### src/include/fcpc_pkg.sv
package fcpc_pkg;
    // register byte offsets on the bus
    localparam logic [7:0] REG_STATUS = 8'h00;
    localparam logic [7:0] REG_CTRL = 8'h04;
    localparam logic [7:0] REG_SETTING = 8'h08;
    localparam int ADDR_W = 8;
    // status bit positions
    localparam int ST_VSHORT = 0;
    localparam int ST_IOPEN = 1;
    localparam int ST_TEMP = 2;
    localparam int ST_PEC = 3;
    localparam int ST_MODE = 4;
    // control bit positions
    localparam int CT_CLR_SEL = 0;
    localparam int CT_SENSE = 1;
    localparam int CT_CLR_CMD = 2;
    localparam int CT_OUT_EN = 3;
    localparam logic [3:0] CTRL_RST = 4'h0;
    localparam logic [11:0] SETTING_RST = 12'h000;
    // serial word: bit 15 picks the target, low bits carry data
    localparam int WD_TARGET = 15;
    localparam logic [4:0] LEN_DATA = 5'h10;
    localparam logic [4:0] LEN_PEC = 5'h18;
    localparam logic [4:0] LEN_OVER = 5'h19;
    localparam logic [7:0] CRC_POLY = 8'h07;
    localparam logic [7:0] CRC_INIT = 8'h00;
    // clear codes
    localparam logic [11:0] CODE_ZERO = 12'h000;
    localparam logic [11:0] CODE_MID = 12'h800;
    // synchroniser lanes
    localparam int SY_SCLK = 0;
    localparam int SY_SDIN = 1;
    localparam int SY_SYNC = 2;
    localparam int SY_CLR = 3;
    localparam int SY_CSEL = 4;
    localparam int SY_FI = 5;
    localparam int SY_FV = 6;
    localparam int SY_FT = 7;
    localparam int SY_MODE = 8;
    localparam int SY_W = 9;
    localparam logic [8:0] SY_RST = 9'h004;
    // edges after reset that capture the strap; the lane carries the pin from the third
    localparam logic [1:0] MODE_WAIT = 2'h3;
    localparam logic [1:0] RESP_OKAY = 2'h0;
    localparam logic [1:0] RESP_SLVERR = 2'h2;

    typedef struct packed {
        logic mode_hw;
        logic [1:0] mode_wait;
        logic sclk_d;
        logic sync_d;
        logic [4:0] cnt;
        logic [23:0] sh;
        logic [7:0] crc;
        logic [3:0] ctrl;
        logic [11:0] setting;
        logic pec_err;
        logic [11:0] out_code;
        logic clr_act;
        logic aw_have;
        logic [7:0] awaddr;
        logic w_have;
        logic [31:0] wdata;
        logic [3:0] wstrb;
        logic bvalid;
        logic [1:0] bresp;
        logic rvalid;
        logic [31:0] rdata;
        logic [1:0] rresp;
    } fcpc_state_t;
endpackage : fcpc_pkg

### src/hw/fcpc_sync.sv
`timescale 1ns/1ps
module fcpc_sync #(
    parameter int W = 1,
    parameter logic [W-1:0] RST = '0
) (
    // clock and reset
    input wire logic i_mclk,
    input wire logic i_arst_n,
    // lanes
    input wire logic [W-1:0] i_d,
    output logic [W-1:0] o_q
);
    typedef struct packed {
        logic [W-1:0] s1;
        logic [W-1:0] s2;
    } fcpc_sy_t;

    fcpc_sy_t st;
    fcpc_sy_t next_st;

    always_comb begin
        next_st.s1 = i_d;
        next_st.s2 = st.s1;
    end

    always_ff @(posedge i_mclk or negedge i_arst_n) begin
        if (!i_arst_n) begin
            st <= {RST, RST};
        end else begin
            st <= next_st;
        end
    end

    assign o_q = st.s2;
endmodule : fcpc_sync

### src/hw/fcpc_top.sv
// The AXI4-Lite register port and the address map were chosen for this implementation.
`timescale 1ns/1ps
// Contract
// RL1: software mode: any fault pulls combined alert
// RL2: alerts are open drain, pull low only
// RL3: packet check failure is a software fault
// RL4: hardware mode uses three dedicated alerts
// RL5: hardware mode: current fault pulls its alert
// RL6: hardware mode: voltage short pulls its alert
// RL7: hardware mode: overtemperature pulls its alert
// RL8: active high clear forces clear value
// RL9: clear select is pin OR bit
// RL10: select 0 bottom, select 1 midscale
// RL11: current output clears to range bottom
// RL12: after clear, newest setting returns
// RL13: control clear command also clears output
// RL14: sense resistor choice from loaded bit
// RL15: host computes CRC-8 poly 0x07
// RL16: host sends 24 bits before sync rises
// RL17: 24-bit frame checked at sync rise
// RL18: good check writes the selected register
// RL19: bad check discards, alerts, sets flag
// RL20: status read clears packet error flag
// RL21: plain frame is 16 bits, falling edge
// RL22: mode strap picks hardware or software
// RL23: 16 bits unchecked, other lengths ignored
// RL24: CRC msb first, zero init, no inversion
module fcpc_top (
    // clock and reset
    input wire logic i_mclk,
    input wire logic i_arst_n,
    // serial link from host
    input wire logic i_sclk,
    input wire logic i_sdin,
    input wire logic i_sync_n,
    // clear and strap pins
    input wire logic i_clear,
    input wire logic i_clear_value_select,
    input wire logic i_control_mode_select,
    // fault detectors
    input wire logic i_current_open_fault,
    input wire logic i_voltage_short_fault,
    input wire logic i_over_temp_fault,
    // open-drain alert pins
    output logic o_fault_alert_n_out,
    output logic o_fault_alert_n_oe_n,
    output logic o_current_open_alert_n_out,
    output logic o_current_open_alert_n_oe_n,
    output logic o_voltage_short_alert_n_out,
    output logic o_voltage_short_alert_n_oe_n,
    output logic o_temp_alert_n_out,
    output logic o_temp_alert_n_oe_n,
    // output stage control
    output logic [11:0] o_out_code,
    output logic o_clear_active,
    output logic o_sense_res_select,
    output logic o_out_enable,
    // axi4-lite write
    input wire logic i_awvalid,
    output logic o_awready,
    input wire logic [7:0] i_awaddr,
    input wire logic [2:0] i_awprot,
    input wire logic i_wvalid,
    output logic o_wready,
    input wire logic [31:0] i_wdata,
    input wire logic [3:0] i_wstrb,
    output logic o_bvalid,
    input wire logic i_bready,
    output logic [1:0] o_bresp,
    // axi4-lite read
    input wire logic i_arvalid,
    output logic o_arready,
    input wire logic [7:0] i_araddr,
    input wire logic [2:0] i_arprot,
    output logic o_rvalid,
    input wire logic i_rready,
    output logic [31:0] o_rdata,
    output logic [1:0] o_rresp
);
    fcpc_pkg::fcpc_state_t s;
    fcpc_pkg::fcpc_state_t next_s;
    logic [8:0] sy;
    logic sclk_fall;
    logic sync_fall;
    logic sync_rise;
    logic len16;
    logic len24;
    logic crc_ok;
    logic good;
    logic bad;
    logic [15:0] word;
    logic clr_on;
    logic clr_sel;
    logic wr_go;
    logic rd_go;
    logic st_rd;
    logic any_fault;
    logic [15:0] wmask;

    fcpc_sync #(
        .W(fcpc_pkg::SY_W),
        .RST(fcpc_pkg::SY_RST)
    ) u_sync (
        .i_mclk(i_mclk),
        .i_arst_n(i_arst_n),
        .i_d({i_control_mode_select, i_over_temp_fault,
              i_voltage_short_fault, i_current_open_fault,
              i_clear_value_select, i_clear, i_sync_n,
              i_sdin, i_sclk}),
        .o_q(sy)
    );

    // msb-first crc step, zero start, no inversion
    function automatic logic [7:0] crc_step(input logic [7:0] c,
                                            input logic b);
        logic fb;
        fb = c[7] ^ b;
        return {c[6:0], 1'b0} ^ (fb ? fcpc_pkg::CRC_POLY : 8'h00);
    endfunction : crc_step

    assign sclk_fall = s.sclk_d & ~sy[fcpc_pkg::SY_SCLK];
    assign sync_fall = s.sync_d & ~sy[fcpc_pkg::SY_SYNC];
    assign sync_rise = ~s.sync_d & sy[fcpc_pkg::SY_SYNC];
    assign len16 = s.cnt == fcpc_pkg::LEN_DATA;
    assign len24 = s.cnt == fcpc_pkg::LEN_PEC;
    assign crc_ok = s.crc == s.sh[7:0];
    assign word = len24 ? s.sh[23:8] : s.sh[15:0];
    // RL17 check at sync
    assign good = sync_rise & (len16 | (len24 & crc_ok));
    assign bad = sync_rise & len24 & ~crc_ok;
    // RL9 or of selects
    assign clr_sel = sy[fcpc_pkg::SY_CSEL]
                   | s.ctrl[fcpc_pkg::CT_CLR_SEL];
    // RL13 command clear
    assign clr_on = sy[fcpc_pkg::SY_CLR]
                  | s.ctrl[fcpc_pkg::CT_CLR_CMD];
    assign wr_go = s.aw_have & s.w_have & ~s.bvalid;
    assign rd_go = i_arvalid & ~s.rvalid;
    assign st_rd = rd_go & (i_araddr == fcpc_pkg::REG_STATUS);
    assign wmask = {{8{s.wstrb[1]}}, {8{s.wstrb[0]}}};
    // RL1 any fault
    assign any_fault = s.pec_err | sy[fcpc_pkg::SY_FI]
                     | sy[fcpc_pkg::SY_FV] | sy[fcpc_pkg::SY_FT];

    always_comb begin
        next_s = s;
        // RL22 strap capture
        // the synchroniser shows its reset value for two edges
        if (s.mode_wait != fcpc_pkg::MODE_WAIT) begin
            next_s.mode_wait = s.mode_wait + 2'h1;
            next_s.mode_hw = sy[fcpc_pkg::SY_MODE];
        end
        next_s.sclk_d = sy[fcpc_pkg::SY_SCLK];
        next_s.sync_d = sy[fcpc_pkg::SY_SYNC];
        if (sync_fall) begin
            next_s.cnt = 5'h00;
            next_s.crc = fcpc_pkg::CRC_INIT;
        end else if (!sy[fcpc_pkg::SY_SYNC] && sclk_fall) begin
            // RL21 sample on falling edge
            next_s.sh = {s.sh[22:0], sy[fcpc_pkg::SY_SDIN]};
            if (s.cnt < fcpc_pkg::LEN_OVER) begin
                next_s.cnt = s.cnt + 5'h01;
            end
            // RL24 crc over data bits
            if (s.cnt < fcpc_pkg::LEN_DATA) begin
                next_s.crc = crc_step(s.crc, sy[fcpc_pkg::SY_SDIN]);
            end
        end
        // bus write lands first so a serial frame wins
        if (wr_go) begin
            next_s.aw_have = 1'b0;
            next_s.w_have = 1'b0;
            next_s.bvalid = 1'b1;
            next_s.bresp = fcpc_pkg::RESP_OKAY;
            case (s.awaddr)
                fcpc_pkg::REG_CTRL: begin
                    next_s.ctrl = (s.ctrl & ~wmask[3:0])
                                | (s.wdata[3:0] & wmask[3:0]);
                end
                fcpc_pkg::REG_SETTING: begin
                    next_s.setting = (s.setting & ~wmask[11:0])
                                   | (s.wdata[11:0] & wmask[11:0]);
                end
                default: begin
                    next_s.bresp = fcpc_pkg::RESP_SLVERR;
                end
            endcase
        end else begin
            if (s.bvalid && i_bready) begin
                next_s.bvalid = 1'b0;
            end
            if (i_awvalid && o_awready) begin
                next_s.aw_have = 1'b1;
                next_s.awaddr = i_awaddr;
            end
            if (i_wvalid && o_wready) begin
                next_s.w_have = 1'b1;
                next_s.wdata = i_wdata;
                next_s.wstrb = i_wstrb;
            end
        end
        // RL18 write selected register
        // RL23 other lengths ignored
        if (good) begin
            if (word[fcpc_pkg::WD_TARGET]) begin
                next_s.setting = word[11:0];
            end else begin
                next_s.ctrl = word[3:0];
            end
        end
        // RL20 read clears flag
        if (st_rd) begin
            next_s.pec_err = 1'b0;
        end
        // RL19 flag bad frame
        if (bad) begin
            next_s.pec_err = 1'b1;
        end
        if (s.rvalid && i_rready) begin
            next_s.rvalid = 1'b0;
        end
        if (rd_go) begin
            next_s.rvalid = 1'b1;
            next_s.rresp = fcpc_pkg::RESP_OKAY;
            case (i_araddr)
                fcpc_pkg::REG_STATUS: begin
                    next_s.rdata = {27'h000_0000, s.mode_hw, s.pec_err,
                                    sy[fcpc_pkg::SY_FT],
                                    sy[fcpc_pkg::SY_FI],
                                    sy[fcpc_pkg::SY_FV]};
                end
                fcpc_pkg::REG_CTRL: begin
                    next_s.rdata = {28'h000_0000, s.ctrl};
                end
                fcpc_pkg::REG_SETTING: begin
                    next_s.rdata = {20'h0_0000, s.setting};
                end
                default: begin
                    next_s.rdata = 32'h0000_0000;
                    next_s.rresp = fcpc_pkg::RESP_SLVERR;
                end
            endcase
        end
        // RL8 clear forces value
        // RL10 select picks code
        // RL11 code zero is range bottom
        // RL12 release to setting
        next_s.clr_act = clr_on;
        if (clr_on) begin
            next_s.out_code = clr_sel ? fcpc_pkg::CODE_MID
                                      : fcpc_pkg::CODE_ZERO;
        end else begin
            next_s.out_code = s.setting;
        end
    end

    always_ff @(posedge i_mclk or negedge i_arst_n) begin
        if (!i_arst_n) begin
            s <= '0;
            s.sclk_d <= 1'b0;
            s.sync_d <= 1'b1;
            s.crc <= fcpc_pkg::CRC_INIT;
            s.ctrl <= fcpc_pkg::CTRL_RST;
            s.setting <= fcpc_pkg::SETTING_RST;
            s.out_code <= fcpc_pkg::CODE_ZERO;
        end else begin
            s <= next_s;
        end
    end

    // RL2 pins only pull low
    assign o_fault_alert_n_out = 1'b0;
    assign o_current_open_alert_n_out = 1'b0;
    assign o_voltage_short_alert_n_out = 1'b0;
    assign o_temp_alert_n_out = 1'b0;
    // RL1 combined alert
    // RL3 packet error counts
    assign o_fault_alert_n_oe_n = ~(~s.mode_hw & any_fault);
    // RL4 dedicated alerts
    // RL5 current alert
    assign o_current_open_alert_n_oe_n =
        ~(s.mode_hw & sy[fcpc_pkg::SY_FI]);
    // RL6 voltage alert
    assign o_voltage_short_alert_n_oe_n =
        ~(s.mode_hw & sy[fcpc_pkg::SY_FV]);
    // RL7 temperature alert
    assign o_temp_alert_n_oe_n = ~(s.mode_hw & sy[fcpc_pkg::SY_FT]);

    assign o_out_code = s.out_code;
    assign o_clear_active = s.clr_act;
    // RL14 sense resistor bit
    assign o_sense_res_select = s.ctrl[fcpc_pkg::CT_SENSE];
    assign o_out_enable = s.ctrl[fcpc_pkg::CT_OUT_EN];
    assign o_awready = ~s.aw_have & ~s.bvalid;
    assign o_wready = ~s.w_have & ~s.bvalid;
    assign o_bvalid = s.bvalid;
    assign o_bresp = s.bresp;
    assign o_arready = ~s.rvalid;
    assign o_rvalid = s.rvalid;
    assign o_rdata = s.rdata;
    assign o_rresp = s.rresp;

    a_sw_combined: // RL1
    assert property (@(posedge i_mclk) disable iff (!i_arst_n)
        !s.mode_hw && any_fault |-> !o_fault_alert_n_oe_n)
        else $error("combined alert not pulled");
    a_open_drain: // RL2
    assert property (@(posedge i_mclk) disable iff (!i_arst_n)
        !o_fault_alert_n_out && !o_temp_alert_n_out
        && !o_current_open_alert_n_out && !o_voltage_short_alert_n_out)
        else $error("alert pin driven high");
    a_pec_alert: // RL3
    assert property (@(posedge i_mclk) disable iff (!i_arst_n)
        bad && !s.mode_hw |=> !o_fault_alert_n_oe_n)
        else $error("packet error did not alert");
    a_hw_no_combined: // RL4
    assert property (@(posedge i_mclk) disable iff (!i_arst_n)
        s.mode_hw |-> o_fault_alert_n_oe_n)
        else $error("combined alert used in hardware mode");
    a_hw_current: // RL5
    assert property (@(posedge i_mclk) disable iff (!i_arst_n)
        s.mode_hw |-> o_current_open_alert_n_oe_n
                      == !sy[fcpc_pkg::SY_FI])
        else $error("current alert mismatch");
    a_hw_voltage: // RL6
    assert property (@(posedge i_mclk) disable iff (!i_arst_n)
        s.mode_hw |-> o_voltage_short_alert_n_oe_n
                      == !sy[fcpc_pkg::SY_FV])
        else $error("voltage alert mismatch");
    a_hw_temp: // RL7
    assert property (@(posedge i_mclk) disable iff (!i_arst_n)
        s.mode_hw |-> o_temp_alert_n_oe_n == !sy[fcpc_pkg::SY_FT])
        else $error("temperature alert mismatch");
    a_clear_value: // RL10
    assert property (@(posedge i_mclk) disable iff (!i_arst_n)
        clr_on |=> o_clear_active && o_out_code
            == ($past(clr_sel) ? fcpc_pkg::CODE_MID
                               : fcpc_pkg::CODE_ZERO))
        else $error("wrong clear value");
    a_clear_release: // RL12
    assert property (@(posedge i_mclk) disable iff (!i_arst_n)
        !clr_on |=> o_out_code == $past(s.setting))
        else $error("output did not return to setting");
    a_pec_discard: // RL19
    assert property (@(posedge i_mclk) disable iff (!i_arst_n)
        bad && !wr_go
        |=> s.pec_err && $stable(s.setting) && $stable(s.ctrl))
        else $error("bad frame not discarded");
    a_pec_write: // RL18
    assert property (@(posedge i_mclk) disable iff (!i_arst_n)
        good && word[fcpc_pkg::WD_TARGET]
        |=> s.setting == $past(word[11:0]))
        else $error("good frame not written");
    a_status_clear: // RL20
    assert property (@(posedge i_mclk) disable iff (!i_arst_n)
        st_rd && !bad |=> !s.pec_err)
        else $error("status read kept packet flag");
    a_odd_length: // RL23
    assert property (@(posedge i_mclk) disable iff (!i_arst_n)
        sync_rise && !len16 && !len24 && !wr_go
        |=> $stable(s.setting) && $stable(s.ctrl))
        else $error("odd frame length accepted");
endmodule : fcpc_top

### config.mk
export PLATFORM = sky130hd
export DESIGN_NAME = fcpc_top
export DESIGN_NICKNAME = d
export VERILOG_FILES = /design/src/include/fcpc_pkg.sv /design/src/hw/fcpc_sync.sv /design/src/hw/fcpc_top.sv
export SDC_FILE = /design/constraint.sdc
export NUM_CORES = 1
export LEC_CHECK = 0
export BUFFER_PORTS_ARGS = -buffer_cell sky130_fd_sc_hd__clkbuf_2
export CAP_MARGIN = 15
export CORE_AREA = 2 2 107 109
export CTS_CLUSTER_SIZE = 40
export DETAILED_ROUTE_END_ITERATION = 16
export DIE_AREA = 0 0 109 111
export MAX_ROUTING_LAYER = met4
export PLACE_DENSITY = 0.83
export SYNTH_ARGS = -nofsm -noshare
export SYNTH_HDL_FRONTEND = slang
export SYNTH_SLANG_ARGS = --single-unit
### constraint.sdc
create_clock -name i_mclk -period 2.55 [get_ports i_mclk]
set_clock_uncertainty 0.1 [all_clocks]
set_input_delay 0 -clock i_mclk [delete_from_list [all_inputs] [get_ports i_mclk]]
set_output_delay 0 -clock i_mclk [all_outputs]
set_load 0.01 [all_outputs]
**After elaboration in Yosys (flattened, before gate mapping)**

Cells that the tools add are included.

- Magnitude comparators: 2
- Eq/ne operators: 8
- Reduce and logical (&&, ||, !) cells: 22
- Mux-type cells: 28
- Add/subtract/negate cells: 2
- Bitwise operators: 48

Operator list:

| cell | count |
|---|---|
| $mux W37 | 2 |
| $mux W12 | 4 |
| $mux W16 | 3 |
| $pmux W12 S3 | 1 |
| $mux W35 | 1 |
| $and A12 B12 Y12 | 2 |
| $and A1 B1 Y1 | 17 |
| $eq A8 B3 Y1 const B | 2 |
| $eq A8 B4 Y1 const B | 2 |
| $mux W8 | 2 |
| $reduce_bool A2 Y1 | 8 |
| $not A1 Y1 | 15 |
| $not A12 Y12 | 1 |
| $or A12 B12 Y12 | 1 |
| $eq A5 B5 Y1 const B | 2 |
| $lt A5 B5 Y1 const B | 2 |
| $mux W5 | 2 |
| $reduce_and A2 Y1 | 5 |
| $mux W9 | 1 |
| $and A4 B4 Y4 | 2 |
| $eq A8 B8 Y1 | 1 |
| $logic_not A8 Y1 | 1 |
| $mux W4 | 2 |
| $xor A8 B3 Y8 | 1 |
| other kinds (14) | 30 |

- Output and inout port bits: 64
- Flip-flop bits (word level): 174
- Input bits: 74
- Logic and storage cells: 134

**Logic depth before layout (Yosys ltp)**

Gate-level depths: netlist of the first run.

- Word-level depth: 7
- Gate-level depth with buffers: 7
- Mapped depth without buffers: 6

**Hierarchy**

A second synthesis of the first run with hierarchy kept.

- Cell total of the unflattened synthesis: 446
- Area total of the unflattened synthesis: 5698.0 um^2

Modules (own cells, without submodules):

| module | area each (um^2) | cells an instance | times used |
|---|---|---|---|
| fcpc_top | 5245.0 | 428 | 1 |
| fcpc_sync | 452.9 | 18 | 1 |

**Least setup slack after synthesis of the first run**

Ideal clock, no wire load.

- Path kind: flip-flop to flip-flop
- Start: register s[146] (netlist name)
- End: register s (netlist bit o_out_enable)
- Slack: 590 ps
- Clock period less this slack: 1960 ps
- Data arrival time: 1781 ps
- Stages on the path, launching flop included: 8
- Path buffers: 1
- Path through: dfrtp_1 -> inv_1 -> ha_1 -> nand4b_1 -> mux2_2 -> and3b_1 -> clkbuf_1 -> mux2i_1

RTL lines:

| element | line | text |
|---|---|---|
| from (decl) | fcpc_top.sv:80 | `fcpc_pkg::fcpc_state_t s;` |
| from (signal assigned) | fcpc_top.sv:267 | `s <= next_s;` |

==> results of run 1 <==
## final cells by class
class,instances,area (sq um)
tap,143,179
fill,773,4090
clock buffer,18,439
timing repair buffer,127,851
multi-input combinational,315,2020
inverter,9,33.8
sequential,130,3260
clock inverter,14,203
## how the worst max path moves through the flow
stage | end | cells past startpoint | slack [ps] | from
final | s[103] | 5 | 230 | s[128]
after global routing | s[103] | 5 | 130 | s[121]
after CTS | s[103] | 5 | 240 | s[126]
after detailed placement | s[107] | 5 | 380 | s[114]
after global placement | s[106] | 5 | 440 | s[82]
after floorplan | o_out_enable | 7 | 590 | s[146]
## flip-flops by register name, indices dropped and copies added (netlist names)
signal and flops:
o_bresp 1, o_bvalid 1, o_clear_active 1, o_out_code 12
o_out_enable 1, o_rdata 12, o_rresp 1, o_rvalid 1
o_sense_res_select 1, s 81, u_sync.next_st 9, u_sync.o_q 9
## per-stage QoR
stage	utilization (%)	instance area (sq um)	hold WS (ps)	power (mW)	setup slack (ps)
after floorplan	-	5780	-396	3.13	590
after global placement	54.0	5980	-91.6	3.32	443
after detailed placement	54.0	5980	-79.1	3.37	377
after CTS	63.1	6990	14.0	6.03	242
after global routing	63.1	6990	32.1	6.27	130
final	63.1	6990	22.8	6.03	228
## cell usage after synthesis, drive strengths merged (2+ instances only)
cell	count
buf	56
nor2	13
clkbuf	13
or4	3
mux2	25
o31ai	4
o21ai	20
a21oi	5
and2	13
a21o	2
nand4	4
a22o	11
ha	3
mux2i	47
inv	9
nand2b	3
xnor2	12
or2	2
nor2b	3
nand4b	2
nand3	3
nand2	100
dfrtp	127
dfstp	3
and3b	2
## cell families after synthesis
kind of cell,Yosys count,synth area share [%]
AND/OR/NAND/NOR,154,12.6
flip-flops,130,57.3
buffers and inverters,78,8.76
multiplexers,72,13.2
AO/OA/AOI/OAI,47,5.44
XOR/XNOR,13,2.00
adder cells (fa/ha/maj),3,0.660
other,1,0.0660
## layer usage
metal	global-route usage (%)	vias to the layer above	wire length, um	share of wire (%)
met1	25.9	1992	4920	39
met5	-	-	0	0
li1	-	1802	-	-
met2	38.0	162	6660	53
met4	10.7	0	422	3.4
met3	4.35	38	565	4.5
## critical path: stages, from the launching register on
cell and delay [ps]:
dfrtp_1 450, xnor2_1 200, nand4_1 110, o21ai_0 510, and3_1 580, mux2i_1 290
## power groups by stage
| stage | registers (mW) | clock network (mW) | logic (mW) |
|---|---|---|---|
| after floorplan | 2.55 | 0 | 0.580 |
| after global placement | 2.59 | 0 | 0.726 |
| after detailed placement | 2.61 | 0 | 0.755 |
| after CTS | 2.58 | 2.63 | 0.816 |
| after global routing | 2.62 | 2.74 | 0.903 |
| final | 2.60 | 2.61 | 0.822 |
## what timing repair did
action | CTS | global route
hold buffers | 36 | 0
resized for setup | 0 | 0
endpoints found under the hold margin | 135 | 0
buffers inserted | 0 | 0
==> results.sh, run 1 <==
export IMPL_clock_latency_ps=410
export IMPL_holdCritPathClass="input port to async pin"
export IMPL_crit_path_start_kind="flop"
export IMPL_rsz0062_at_grt="false"
export IMPL_synthCells=498
export IMPL_hpwlAfterDp_um=7650
export IMPL_clkTransAtPathRegs_ps=60
export IMPL_path_class="flop to flop"
export IMPL_route_vias_total=3994
export IMPL_portBuffers=83
export IMPL_cts_root_buf="clkbuf_16"
export IMPL_clk_path_buf_depth=2
export IMPL_grt_ovfl_total=0
export IMPL_netlist_area_sq_mm=0.00569
export IMPL_status="finished clean"
export IMPL_antenna_found_initial=0
export IMPL_diodes=0
export IMPL_die_x_um=109
export IMPL_start_util_pct=51.3
export IMPL_cts_buffers=17
export IMPL_yosysWarnings=0
export IMPL_peakVddDrop_uv=483
export IMPL_yosysTopAreaCell="dfrtp_1"
export IMPL_yosysTopAreaCellShare_pct=55.9
export IMPL_r2r_slack_ps=230
export IMPL_synthTopCellsByArea="dfrtp_1 (56%), mux2i_1 (8.3%), buf_4 (6.9%)"
export IMPL_finalNonFillerCells=756
export IMPL_required_ps=2770
export IMPL_fin_nets=677
export IMPL_endpoint_kind="flop"
export IMPL_drtAntennaViolNets=0
export IMPL_setup_violations_final=0
export IMPL_setup_tns_ps=0
export IMPL_first_pass_iters=5
export IMPL_synth_ff_type="dfrtp_1"
export IMPL_htree_levels=4
export IMPL_num_rows=39
export IMPL_die_area_sq_mm=0.0121
export IMPL_finalCriticalPeriod_ps=2320
export IMPL_netSwitchingPower_mw=1.57
export IMPL_ff2ff_path_depth=5
export IMPL_area_growth_pct=22.9
export IMPL_mostFrequentLayoutCell="dfrtp_1"
export IMPL_wl_per_cell_um=16.6
export IMPL_cp_arrival_ps=2540
export IMPL_wl_um=12600
export IMPL_worstPathMaxFanout=8
export IMPL_synthArstFlopShare_pct=100
export IMPL_gp_congestion=0.859
export IMPL_worst_pin_slew_ps=906
export IMPL_power_frac_seq_pct=43.1
export IMPL_p_comb_share_pct=13.6
export IMPL_dp_cells=688
export IMPL_cts_tree="done"
export IMPL_clockPowerShare_pct=43.2
export IMPL_r2r_start="s[128]"
export IMPL_layout_common_cells="dfrtp_1 (127), nand2_1 (100), clkbuf_2 (82)"
export IMPL_fin_crit_sh_pct=91.1
export IMPL_switching_share_pct=26.1
export IMPL_rr_endpoint="s[103]"
export IMPL_drc=0
export IMPL_powerDensity_mw_per_mm2=863
export IMPL_ios=138
export IMPL_final_layout_size_suffix_gt1_share_pct=25.6
export IMPL_p_leak_nw=3.51
export IMPL_core_area_sq_mm=0.0111
export IMPL_seq_area_frac_synth_pct=57.3
export IMPL_clock_sinks=130
export IMPL_viasPerCell=5.28
export IMPL_first_iter_violations=308
export IMPL_ys_ff_latch=130
export IMPL_timing_fmax_mhz=431
export IMPL_hold_viol=0
export IMPL_die_h_um=111
export IMPL_slew_violations=0
export IMPL_synth_edf_count=0
export IMPL_grt_pass1_vias=4175
export IMPL_synth_avg_cell_area_sq_um=11.4
export IMPL_worst_slew_margin_rel_pct=39.3
export IMPL_grt_max_degree=60
export IMPL_grt_pass1_wl_um=20500
export IMPL_synth_distinct_cells=44
export IMPL_p_int_mw=4.45
export IMPL_drv_cap=0
export IMPL_grt_util_all_layers_pct=22.7
No activity file was read; power rests on OpenSTA's default activity.
==> run 2, diff against run 1 <==
CELL_PAD_IN_SITES_DETAIL_PLACEMENT = 1   (was default)
CELL_PAD_IN_SITES_GLOBAL_PLACEMENT = 1   (was default)
CORE_AREA = 2 2 120 122   (was 2 2 107 109)
DIE_AREA = 0 0 122 124   (was 0 0 109 111)
PLACE_DENSITY = 0.84   (was 0.83)
==> results.sh, run 2 (synthesized netlist as in run 1, its figures left out) <==
export IMPL_grt_ovfl_total=0
export IMPL_cp_arrival_ps=2690
export IMPL_grt_max_degree=58
export IMPL_grt_pass1_vias=4445
export IMPL_area_growth_pct=23.7
export IMPL_ff2ff_path_depth=5
export IMPL_wl_um=14200
export IMPL_hpwlAfterDp_um=9000
export IMPL_wl_per_cell_um=17.8
export IMPL_clock_sinks=130
export IMPL_first_pass_iters=4
export IMPL_largest_reg_flops=81
export IMPL_postCtsResizedCells=0
export IMPL_worstPathMaxFanout=5
export IMPL_clkTransAtPathRegs_ps=60
export IMPL_crit_path_start_kind="flop"
export IMPL_r2r_start="o_rvalid"
export IMPL_dpl_worst_slack_ps=319
export IMPL_rsz0062_at_grt="false"
export IMPL_route_vias_total=3960
export IMPL_status="finished clean"
export IMPL_crit_end="o_rdata[3]"
export IMPL_setup_tns_ps=0
export IMPL_timing_fmax_mhz=411
export IMPL_dp_cells=726
export IMPL_cts_buffers=17
export IMPL_slew_violations=0
export IMPL_diodes=0
export IMPL_num_rows=43
export IMPL_viasPerCell=4.96
export IMPL_die_h_um=124
export IMPL_die_area_sq_mm=0.0151
export IMPL_peakVddDrop_uv=507
export IMPL_crit_slowest_cell="dlygate4sd3_1"
export IMPL_drv_cap=0
export IMPL_path_buf_inv=1
export IMPL_setup_violations_final=0
export IMPL_cts_hold_buf=42
export IMPL_drtAntennaViolNets=0
export IMPL_cts_setup_buffers=0
export IMPL_setup_ws_ps=116
export IMPL_fin_hold_ws_ps=1.06
export IMPL_cts_root_buf="clkbuf_16"
export IMPL_powerDensity_mw_per_mm2=830
export IMPL_p_leak_nw=3.51
export IMPL_critPathMaxStageDelay_ps=560
export IMPL_htree_levels=4
export IMPL_path_cells="nand2b_1 > or4_1 > a21oi_1 > a22o_1 > dlygate4sd3_1"
export IMPL_critPathLaunch="o_rvalid"
export IMPL_ios=138
export IMPL_top_register="s"
export IMPL_core_area_sq_mm=0.0137
export IMPL_worst_slew_margin_rel_pct=37.7
export IMPL_clock_latency_ps=420
export IMPL_cp_depth=5
export IMPL_holdCritPathClass="input port to async pin"
export IMPL_final_layout_size_suffix_gt1_share_pct=25.4
export IMPL_required_ps=2800
export IMPL_grt_pass1_wl_um=22700
export IMPL_mostFrequentLayoutCell="dfrtp_1"
export IMPL_path_class="flop to flop"
export IMPL_cp_top_family="simple AND/OR/NAND/NOR gates"
export IMPL_finalNonFillerCells=799
export IMPL_endpoint_kind="flop"
export IMPL_first_iter_violations=199
export IMPL_hold_viol=0
export IMPL_die_x_um=122
export IMPL_placed_cell_area_sq_mm=0.00604
export IMPL_final_area_sq_mm=0.00704
export IMPL_worst_pin_slew_ps=931
export IMPL_clk_path_buf_depth=2
export IMPL_fin_crit_sh_pct=95.5
export IMPL_cts_tree="done"
export IMPL_drc=0
export IMPL_grt_util_all_layers_pct=20.6
export IMPL_start_util_pct=41.4
export IMPL_finalCriticalPeriod_ps=2430
export IMPL_layout_common_cells="dfrtp_1 (127), nand2_1 (100), clkbuf_2 (82)"
export IMPL_rr_endpoint="o_rdata[3]"
export IMPL_portBuffers=83
export IMPL_gp_congestion=0.805
export IMPL_fin_nets=684
export IMPL_r2r_slack_ps=120
export IMPL_antenna_found_initial=0
## run 2: cell count changes in the layout (fill, tap and decap cells not counted)
cell | before | now
dlygate4sd3_1 | 36 | 42
inv_6 | 3 | 1
buf_4 | 8 | 9
clkinvlp_4 | 4 | 6
clkinv_2 | 0 | 3
clkinv_4 | 3 | 1
bufinv_16 | 4 | 2
## run 2: worst min path at each step
stage | startpoint | endpoint | slack (ps) | depth (start not counted)
after floorplan | i_arst_n | o_bresp[1] | -400 | 0
after global placement | i_arst_n | s[80] | -100 | 1
after detailed placement | i_arst_n | s[76] | -90 | 1
after CTS | i_arst_n | s[79] | 3 | 2
after global routing | i_arst_n | o_rvalid | 40 | 2
final | i_arst_n | o_rdata[1] | 1 | 2
## run 2: routing by layer
metal / track usage [%] / share of wire (%) / vias to the layer above
li1: - / - / 1811
met1: 21.2 / 39 / 2017
met2: 37.7 / 55 / 105
met3: 4.67 / 3.9 / 27
met4: 9.05 / 2.5 / 0
met5: - / 0 / -
## run 2: final cells by class
| type | count | area [sq um] |
|---|---|---|
| tap | 180 | 225 |
| fill | 1453 | 6680 |
| clock buffer | 18 | 439 |
| multi-input combinational | 315 | 2020 |
| inverter | 9 | 33.8 |
| clock inverter | 13 | 138 |
| sequential | 130 | 3260 |
| timing repair buffer | 134 | 918 |
## run 2: power breakdown
group / switching, mW / leakage (nW) / internal, mW
registers: 0.247 / 1.68 / 2.37
clock network: 0.904 / 0.266 / 1.45
logic: 0.451 / 1.56 / 0.415
## run 2: per-stage QoR
step           total power, mW  utilization [%]
3_5_place_dp              3.40             44.0
5_1_grt                   6.08             51.3
4_1_cts                   5.85             51.3
6_report                  5.84             51.3
2_1_floorplan             3.13                -
3_3_place_gp              3.32             44.0
